`src/include/mphc_consts.svh`:
```
`ifndef MPHC_CONSTS_SVH
`define MPHC_CONSTS_SVH
// ----------------------------------------
// multiplier codes and factors
// ----------------------------------------
`define MPHC_FACTOR_X1      8'h01
`define MPHC_FACTOR_X10     8'h0a
`define MPHC_FACTOR_X100    8'h64
`define MPHC_PARAM_X1       2'h0
`define MPHC_PARAM_X10      2'h1
`define MPHC_PARAM_X100     2'h2
// ----------------------------------------
// homing type codes
// ----------------------------------------
`define MPHC_HOME_DOG       2'h0
`define MPHC_HOME_COUNT     2'h1
`define MPHC_HOME_DATASET   2'h2
`define MPHC_HOME_STOPPER   2'h3
// ----------------------------------------
// timing
// ----------------------------------------
`define MPHC_CLOCK_HZ       50000000
`define MPHC_STALL_TIME_MS  100
`define MPHC_STALL_CYCLES   ((`MPHC_CLOCK_HZ / 1000) * `MPHC_STALL_TIME_MS)
`endif

```
`src/include/mphc_pkg.sv`:
```
package mphc_pkg;
  typedef enum logic [2:0] {
    MPHC_IDLE,
    MPHC_RETRACT,
    MPHC_SEEK_DOG,
    MPHC_ON_DOG,
    MPHC_COUNT_TRAVEL,
    MPHC_SEEK_Z,
    MPHC_STALL_WAIT,
    MPHC_DONE
  } mphc_state_t;
endpackage : mphc_pkg

```
`src/rtl/mphc_top.sv`:
```
`timescale 1ns/1ps
`include "mphc_consts.svh"
// What this block does
// - direction setting 0 maps forward generator to ccw; 1 swaps directions.
// - both multiplier inputs off means factor comes from the multiplier parameter.
// - inputs low-only give x1, high-only x10, both x100.
// - parameter value 0 gives x1, 1 gives x10, 2 gives x100.
// - in manual mode each scaled generator pulse becomes a position command.
// - generator commands are added to a running jog command, not dropped.
// - home is unknown after power-on; operator must home before positioning.
// - homing started on the dog first retracts off the dog.
// - dog type decelerates at dog front, homes at first z after rear plus shift.
// - count type decelerates at front, travels set distance, homes at next z plus shift.
// - data-set type takes present position as home without dog.
// - stopper type pushes to stop, stall position is home; keep speed low.
// - homing direction 0 moves toward increasing address, 1 toward decreasing.
// - dog polarity 0 detects dog on input off, 1 on input on.
module mphc_top
  import mphc_pkg::*;
#(
  parameter int POS_W        = 32,
  parameter int STALL_CYCLES = `MPHC_STALL_CYCLES
) (
  // clock and reset
  input  wire logic             i_clock,
  input  wire logic             i_rst_b,
  // generator pins
  input  wire logic             i_gen_a,
  input  wire logic             i_gen_b,
  // mode and multiplier
  input  wire logic             i_operation_mode_select,
  input  wire logic [4:0]       i_point_select,
  input  wire logic             i_multiplier_select_low,
  input  wire logic             i_multiplier_select_high,
  input  wire logic [1:0]       i_generator_multiplier_param,
  input  wire logic             i_rotation_direction_select,
  // jog
  input  wire logic             i_jog_step,
  input  wire logic             i_jog_dir,
  // homing configuration
  input  wire logic [1:0]       i_homing_type_param,
  input  wire logic             i_homing_dir_param,
  input  wire logic             i_dog_polarity_param,
  input  wire logic [POS_W-1:0] i_home_shift,
  input  wire logic [POS_W-1:0] i_travel_after_dog,
  input  wire logic             i_home_start,
  // motor feedback
  input  wire logic             i_prox_dog,
  input  wire logic             i_enc_z,
  input  wire logic             i_torque_limit,
  input  wire logic             i_zero_speed,
  input  wire logic             i_motion_step,
  // outputs
  output logic [POS_W-1:0]      o_pos_cmd,
  output logic                  o_home_valid,
  output logic                  o_homing_busy,
  output logic                  o_home_move_req,
  output logic                  o_home_move_dir,
  output logic                  o_home_decel,
  output logic                  o_manual_mode
);

  // ----------------------------------------
  // parameter checks
  // ----------------------------------------
  // a x100 step needs headroom in the accumulator, and the stall timer at least one cycle
  if (POS_W < 16 || STALL_CYCLES < 1) begin : g_bad_param
    $error("mphc_top: bad parameter");
  end

  // ----------------------------------------
  // input synchronisers
  // ----------------------------------------
  localparam int NSYNC = 6;
  logic [NSYNC-1:0] meta_q;
  logic [NSYNC-1:0] sync_q;
  wire  [NSYNC-1:0] raw_w = {i_gen_a, i_gen_b, i_prox_dog, i_enc_z, i_torque_limit, i_zero_speed};

  always_ff @(posedge i_clock) begin
    if (!i_rst_b) begin
      meta_q <= '0;
      sync_q <= '0;
    end else begin
      meta_q <= raw_w;
      sync_q <= meta_q;
    end
  end

  wire gen_a_w  = sync_q[5];
  wire gen_b_w  = sync_q[4];
  wire dog_in_w = sync_q[3];
  wire z_w      = sync_q[2];
  wire tlim_w   = sync_q[1];
  wire zspd_w   = sync_q[0];
  // polarity 0: dog seen when the input is off
  wire dog_hit_w = i_dog_polarity_param ? dog_in_w : ~dog_in_w;

  // ----------------------------------------
  // quadrature decode
  // ----------------------------------------
  logic [1:0] ab_q;
  logic       z_prev_q;
  logic       dog_prev_q;

  always_ff @(posedge i_clock) begin
    if (!i_rst_b) begin
      ab_q       <= 2'h0;
      z_prev_q   <= 1'b0;
      dog_prev_q <= 1'b0;
    end else begin
      ab_q       <= {gen_a_w, gen_b_w};
      z_prev_q   <= z_w;
      dog_prev_q <= dog_hit_w;
    end
  end

  // returns +1, -1 or 0 from the old and new a/b states; skipped steps count as 0
  function automatic logic signed [1:0] mphc_quad(input logic [1:0] prev, input logic [1:0] curr);
    logic [3:0] code;
    code = {prev, curr};
    case (code)
      4'h1, 4'h7, 4'he, 4'h8: mphc_quad = 2'sd1;
      4'h2, 4'hb, 4'hd, 4'h4: mphc_quad = -2'sd1;
      default:                mphc_quad = 2'sd0;
    endcase
  endfunction : mphc_quad

  wire logic signed [1:0] quad_w = mphc_quad(ab_q, {gen_a_w, gen_b_w});

  // ----------------------------------------
  // multiplier selection
  // ----------------------------------------
  function automatic logic [7:0] mphc_param_factor(input logic [1:0] code);
    case (code)
      `MPHC_PARAM_X10:  mphc_param_factor = `MPHC_FACTOR_X10;
      `MPHC_PARAM_X100: mphc_param_factor = `MPHC_FACTOR_X100;
      default:          mphc_param_factor = `MPHC_FACTOR_X1;
    endcase
  endfunction : mphc_param_factor

  wire [1:0] sel_w    = {i_multiplier_select_high, i_multiplier_select_low};
  wire [7:0] factor_w = (sel_w == 2'h0) ? mphc_param_factor(i_generator_multiplier_param) :
                        (sel_w == 2'h1) ? `MPHC_FACTOR_X1 :
                        (sel_w == 2'h2) ? `MPHC_FACTOR_X10 : `MPHC_FACTOR_X100;

  // ----------------------------------------
  // position command
  // ----------------------------------------
  // mode select off is manual; point selects are simply not read here
  wire manual_w = ~i_operation_mode_select;
  // setting 1 inverts the generator's sense of rotation
  wire signed [1:0] gen_dir_w = i_rotation_direction_select ? -quad_w : quad_w;
  wire signed [POS_W-1:0] gen_delta_w = POS_W'($signed(gen_dir_w) * $signed({1'b0, factor_w}));
  wire signed [POS_W-1:0] jog_delta_w = !i_jog_step ? '0 :
                                        (i_jog_dir ^ i_rotation_direction_select) ? -POS_W'(1) : POS_W'(1);

  typedef logic [POS_W-1:0] pos_t;
  pos_t pos_q;
  wire  pos_t man_next_w = pos_q + pos_t'(gen_delta_w) + pos_t'(jog_delta_w);

  // ----------------------------------------
  // homing edge detect and direction
  // ----------------------------------------
  wire dog_front_w = dog_hit_w & ~dog_prev_q;
  wire dog_rear_w  = ~dog_hit_w & dog_prev_q;
  wire z_rise_w    = z_w & ~z_prev_q;
  // with dir 0 the move steps toward increasing address
  wire signed [POS_W-1:0] step_w = i_homing_dir_param ? -POS_W'(1) : POS_W'(1);

  // ----------------------------------------
  // homing state
  // ----------------------------------------
  mphc_state_t st_q;
  mphc_state_t st_d;
  pos_t        travel_q;
  logic [31:0] stall_q;
  logic [1:0]  type_q;
  logic        home_valid_q;

  // state decodes shared by the sequencer, the position select and the outputs
  wire in_idle_w    = (st_q == MPHC_IDLE);
  wire in_retract_w = (st_q == MPHC_RETRACT);
  wire in_seek_z_w  = (st_q == MPHC_SEEK_Z);
  wire in_stall_w   = (st_q == MPHC_STALL_WAIT);
  wire in_travel_w  = (st_q == MPHC_COUNT_TRAVEL);
  wire homing_w     = ~in_idle_w & (st_q != MPHC_DONE);
  // creep from the dog front until home is taken
  wire creep_w      = (st_q == MPHC_ON_DOG) | in_travel_w | in_seek_z_w;

  // a start is only taken in idle and outside manual mode
  wire start_w       = in_idle_w & i_home_start & ~manual_w;
  wire count_type_w  = (type_q == `MPHC_HOME_COUNT);
  wire travel_done_w = (travel_q >= i_travel_after_dog);
  wire stall_cond_w  = tlim_w & zspd_w;
  wire stall_hit_w   = (stall_q >= 32'(STALL_CYCLES - 1)) & stall_cond_w;

  // ----------------------------------------
  // homing sequencer
  // ----------------------------------------
  always_comb begin
    st_d = st_q;
    case (st_q)
      MPHC_IDLE: begin
        if (start_w) begin
          case (i_homing_type_param)
            `MPHC_HOME_DATASET: st_d = MPHC_DONE;
            `MPHC_HOME_STOPPER: st_d = MPHC_STALL_WAIT;
            default:            st_d = dog_hit_w ? MPHC_RETRACT : MPHC_SEEK_DOG;
          endcase
        end
      end
      // back off opposite the homing direction until the dog is clear
      MPHC_RETRACT: begin
        if (!dog_hit_w) st_d = MPHC_SEEK_DOG;
      end
      MPHC_SEEK_DOG: begin
        if (dog_front_w) st_d = MPHC_ON_DOG;
      end
      // count type only starts its travel once the dog has been passed
      MPHC_ON_DOG: begin
        if (dog_rear_w) st_d = count_type_w ? MPHC_COUNT_TRAVEL : MPHC_SEEK_Z;
      end
      MPHC_COUNT_TRAVEL: begin
        if (travel_done_w) st_d = MPHC_SEEK_Z;
      end
      MPHC_SEEK_Z: begin
        if (z_rise_w) st_d = MPHC_DONE;
      end
      MPHC_STALL_WAIT: begin
        if (stall_hit_w) st_d = MPHC_DONE;
      end
      MPHC_DONE: begin
        st_d = MPHC_IDLE;
      end
      default: begin
        st_d = MPHC_IDLE;
      end
    endcase
    // dropping to manual mode abandons a return; home stays unknown
    if (manual_w && homing_w) st_d = MPHC_IDLE;
  end

  // ----------------------------------------
  // position select
  // ----------------------------------------
  // entering done is the one moment home is taken, whatever the type
  wire       home_set_w = (st_d == MPHC_DONE);
  // the shift is loaded at the z edge so dog and count types share one path;
  // data-set and stopper types take zero where they stand
  wire pos_t home_pos_w = in_seek_z_w ? i_home_shift : '0;
  wire pos_t move_w     = in_retract_w ? pos_t'(-step_w) : pos_t'(step_w);
  wire pos_t pos_d      = home_set_w ? home_pos_w :
                          manual_w ? man_next_w :
                          (homing_w & i_motion_step) ? pos_q + move_w : pos_q;

  // ----------------------------------------
  // homing registers
  // ----------------------------------------
  // the stall timer restarts whenever torque limit or zero speed drops out
  wire [31:0] stall_d  = (in_stall_w & stall_cond_w & ~stall_hit_w) ? stall_q + 32'h1 : 32'h0;
  wire pos_t  travel_d = in_travel_w ? travel_q + pos_t'(i_motion_step) : '0;

  always_ff @(posedge i_clock) begin
    if (!i_rst_b) begin
      st_q         <= MPHC_IDLE;
      pos_q        <= '0;
      travel_q     <= '0;
      stall_q      <= '0;
      type_q       <= 2'h0;
      home_valid_q <= 1'b0;
    end else begin
      st_q     <= st_d;
      pos_q    <= pos_d;
      travel_q <= travel_d;
      stall_q  <= stall_d;
      if (in_idle_w) type_q <= i_homing_type_param;
      if (home_set_w) home_valid_q <= 1'b1;
      else if (start_w) home_valid_q <= 1'b0;
    end
  end

  // ----------------------------------------
  // registered outputs
  // ----------------------------------------
  always_ff @(posedge i_clock) begin
    if (!i_rst_b) begin
      o_pos_cmd       <= '0;
      o_home_valid    <= 1'b0;
      o_homing_busy   <= 1'b0;
      o_home_move_req <= 1'b0;
      o_home_move_dir <= 1'b0;
      o_home_decel    <= 1'b0;
      o_manual_mode   <= 1'b0;
    end else begin
      o_pos_cmd       <= pos_q;
      o_home_valid    <= home_valid_q;
      o_homing_busy   <= homing_w;
      o_home_move_req <= homing_w;
      o_home_move_dir <= in_retract_w ? ~i_homing_dir_param : i_homing_dir_param;
      // once the dog front is met the controller slows to creep speed
      o_home_decel    <= creep_w;
      o_manual_mode   <= manual_w;
    end
  end

endmodule : mphc_top

```
`config.mk`:
```
export PLATFORM = sky130hd
export DESIGN_NAME = mphc_top
export DESIGN_NICKNAME = d
export VERILOG_FILES = /design/src/include/mphc_pkg.sv /design/src/rtl/mphc_top.sv
export VERILOG_INCLUDE_DIRS = /design/src /design/src/include
export SDC_FILE = /design/constraint.sdc
export NUM_CORES = 1
export LEC_CHECK = 0
export BUFFER_PORTS_ARGS = -buffer_cell sky130_fd_sc_hd__buf_2
export CELL_PAD_IN_SITES_DETAIL_PLACEMENT = 1
export CELL_PAD_IN_SITES_GLOBAL_PLACEMENT = 1
export CORE_UTILIZATION = 50
export CTS_BUF_LIST = sky130_fd_sc_hd__clkbuf_4
export DETAILED_ROUTE_END_ITERATION = 8
export PLACE_DENSITY = 0.92
export SYNTH_ARGS = -nofsm -noshare
export SYNTH_HDL_FRONTEND = slang
export SYNTH_SLANG_ARGS = --single-unit
export TNS_END_PERCENT = 30
```
`constraint.sdc`:
```
create_clock -name i_clock -period 19.66 [get_ports i_clock]
set_input_delay 3.932 -clock i_clock [delete_from_list [all_inputs] [get_ports i_clock]]
set_output_delay 3.932 -clock i_clock [all_outputs]
set_load 0.02 [all_outputs]
```
==> metrics.md <==
| Metric | Value |
|---|---|
| Clk pin slew, worst setup/hold paths | `around 0.15 ns` |
| Sw Share | `0.444` |
| Hold Path Depth | `1` |
| Cell-internal power | `~670 uW` |
| CTS Buf Count | `17` |
| Layout Nets | `about 1700` |
| Met3 global-route usage | `0.0407` |
| Setup TNS Final | `0 ns` |
| DP Cell Count | `1743` |
| Tcrit/Tclk final | `0.504` |
| Combinational Power Share | `0.521` |
| Max VDD drop | `about 46 uV` |
| Warnings, synthesis | `0` |
| Synth Flop Type | `dfxtp_1` |
| Layout cell share with drive strength beyond 1 | `0.139` |
| First-pass GRT wire length | `53000 um` |
| Commonest non-fill, non-tap cells in the layout | `inv_1 (164), dfxtp_1 (155), nor2_1 (135), buf_2 (123), ha_1 (112)` |
| Met2 Track Usage GR | `0.528` |
| Hold Fails Final Rpt | `0` |
| Rel. slew slack | `0.256` |
| Leading area contributor after synthesis | `dfxtp_1` |
| Reg2Reg Depth | `27` |
| Busiest grt layer | `met2` |
| H-tree Lvls | `4` |
| Root Driver | `clkbuf_4` |
| Routed Wire Length | `~33000 um` |
| CP Capture Type | `register` |
| Initial antenna violation count | `2` |
| Initial core utilization | `0.514` |
| Worst R2R Start | `quad_w[0]` |
| First-pass iteration count of the detailed router | `8` |
| Full die area | `approximately 23000 sq um` |
| Pwr per Cell Area | `around 96 nW/um^2` |
| Seq cells post-synth | `approximately 160` |
| Lkg Pwr | `roughly 6 nW` |
| Postcts setup bufs | `0` |
| Hold Buf Count CTS | `0` |
| Die width | `about 150 um` |
| Hold Startpoint | `meta_q[0]` |
| Worst Skew | `about 0.031 ns` |
| Net Sw Power | `~530 uW` |
| Sequential area share after synthesis | `0.275` |
| Io pins | `129` |
| Crit Path Max Fanout | `22` |
| Placeable Area | `approximately 22000 sq um` |
| Routed WL per cell | `approximately 18 um` |
| DRC | `10` |
| PostCTS Resize Cnt | `0` |
| Status | `finished with violations` |
| Unique masters post-synth | `between 80 and 90` |
| DP HPWL | `roughly 24000 um` |
| Syn Area/Cell | `8.28 sq um` |
| Non-filler cells, final | `1777` |
| Synth area leaders | `dfxtp_1 (28%), ha_1 (12%), fa_1 (6.0%)` |
| Failing checks | `design-rule violations` |
| Reg2reg end | `pos_q[28]` |
| M1 GR Usage | `0.321` |
| # rows | `54` |
| R2r setup slk | `between 10 and 15 ns` |
| Worst Path Required | `20.19 ns` |
| Die H | `about 150 um` |
| Area share of the largest cell type after synthesis | `0.275` |
| Placer Congestion | `0.849` |
| Min-Delay Path Class | `register to register` |
| Input/output buffers | `between 100 and 150` |
| Critical path startpoint category | `input pin` |
| Via density per instance | `just under 6` |
| Clock sinks | `~160` |
| Pin count of the biggest net entering global routing | `52` |
| Worst slew pin tran | `1.11 ns` |
| # setup viols final | `0` |
| Vias in the first global route | `10900` |
| Most common cell after layout, fill and taps aside | `inv_1` |
| Critical path arrival | `about 10 ns` |
| Number of enable flip-flop cells after synthesis | `0` |
| CP Class | `input pin to register` |
| RSZ-0062 raised after global routing | `false` |
| CTS max path bufs | `2` |
| Fmax | `roughly 100 MHz` |
| DR iter-0 viols | `between 500 and 600` |
| Hold Crit Endpoint | `sync_q[0]` |
| GRT overflow | `0` |
| Via count | `10300` |
| Post-synth ARST share | `0` |
| Syn Inst Count | `between 1000 and 1500` |
| Antenna viol nets, final | `0` |
| Max-Cap Viols | `0` |
| Worst skew pair latency | `0.61 ns` |
| Total GRT Usage | `0.284` |
| Syn Std Cell Area | `roughly 11000 sq um` |
| Sequential power share | `0.308` |
| Layout area overhead | `10.7%` |
| Power share of the clock group | `0.171` |
| Final min period | `between 9 and 10 ns` |
| CTS tree | `done` |
| Final Max Slew Viols | `0` |
cells in the mapped netlist, types with 19 or more instances:
library cell,count
inv_1,164
dfxtp_1,155
nor2_1,136
ha_1,112
nand2_1,93
a21oi_1,83
xor2_1,56
o21ai_0,51
xnor2_1,49
nand3_1,46
a21o_1,37
fa_1,34
and2_1,24
clkbuf_1,23
a211oi_1,22
and3_1,22
nor3_1,20
nand4_1,19
power groups by stage:
stage	sequential, mW	combinational (mW)	clock, mW
floorplan	0.378	0.458	0
global placement	0.373	0.580	0
detailed placement	0.375	0.610	0
CTS	0.368	0.621	0.208
global route	0.371	0.690	0.222
finish	0.369	0.623	0.205
sequential cells by signal (all words and copies together), names as in the netlist:
| name | count |
|---|---|
| o_pos_cmd | 32 |
| pos_q | 32 |
| stall_q | 32 |
| travel_q | 32 |
| meta_q | 6 |
| sync_q | 6 |
| st_q | 3 |
| quad_w | 2 |
| type_q | 2 |
| dog_prev_q | 1 |
| home_valid_q | 1 |
| o_home_decel | 1 |
| o_home_move_dir | 1 |
| o_home_move_req | 1 |
| o_home_valid | 1 |
| o_manual_mode | 1 |
| z_prev_q | 1 |
layout make-up:
cell class / instances / area, sq um
antenna: 2 / 5.00
fill: 2710 / 9470
inverter: 165 / 619
multi-input combinational: 1012 / 7450
sequential: 155 / 3100
tap: 280 / 350
clock buffer: 17 / 128
clock inverter: 15 / 159
timing repair buffer: 131 / 676
per-stage QoR:
step / utilization / setup WS, ns / hold slack [ns] / power [mW] / instance area [sq um]
global placement: 0.555 / 9.50 / 0.418 / 0.953 / 12200
floorplan: - / 7.87 / 0.410 / 0.836 / 11300
CTS: 0.569 / 9.76 / 0.462 / 1.20 / 12500
global route: 0.569 / 9.27 / 0.470 / 1.28 / 12500
detailed placement: 0.555 / 9.23 / 0.426 / 0.985 / 12200
finish: 0.569 / 9.75 / 0.456 / 1.20 / 12500
worst max-delay path, stage by stage:
cell and delay (ns):
buf_2 0.10, nand2_1 0.06, xnor2_1 0.68, nand2b_1 0.21, xor2_1 0.22, ha_1 0.18
o21bai_1 0.11, ha_1 0.21, inv_1 0.07, fa_1 0.41, inv_1 0.07, a21o_1 0.14
a31oi_1 0.15, o21ai_4 0.15, buf_4 0.41, fa_1 0.49, inv_1 0.07, ha_1 0.29
a21o_1 0.21, a211oi_1 0.27, a2bb2oi_1 0.39, a211oi_1 0.17, nor3_1 0.35, o31ai_1 0.19
o31ai_1 0.37, a221o_1 0.20, o211ai_1 0.09, a31oi_1 0.22
per-layer routing:
metal,part of all wire,vias to the layer above
li1,-,4960
met1,0.40,5026
met2,0.52,259
met3,0.043,81
met4,0.035,0
met5,0,-
kinds of logic after synthesis:
group                      Yosys count  share of synthesized area
other                                1                   0.000332
xor gates and xnor gates           106                     0.0830
buffers and inverters              203                     0.0690
AOI/OAI and AO/OA                  331                      0.206
muxes                               12                     0.0111
and+or+nand+nor                    408                      0.171
adders and majority gates          146                      0.185
DFF                                155                      0.275
worst max-delay path by stage:
stage / slack, ns / end / cells after the start / from
5_1_grt: 9.27 / pos_q[28] / 28 / i_rotation_direction_select
3_3_place_gp: 9.50 / pos_q[30] / 28 / i_rotation_direction_select
4_1_cts: 9.76 / pos_q[28] / 28 / i_rotation_direction_select
6_report: 9.75 / pos_q[28] / 28 / i_rotation_direction_select
2_1_floorplan: 7.87 / pos_q[28] / 27 / i_multiplier_select_low
3_5_place_dp: 9.23 / pos_q[28] / 28 / i_rotation_direction_select
No activity file was read; power rests on OpenSTA's default activity.
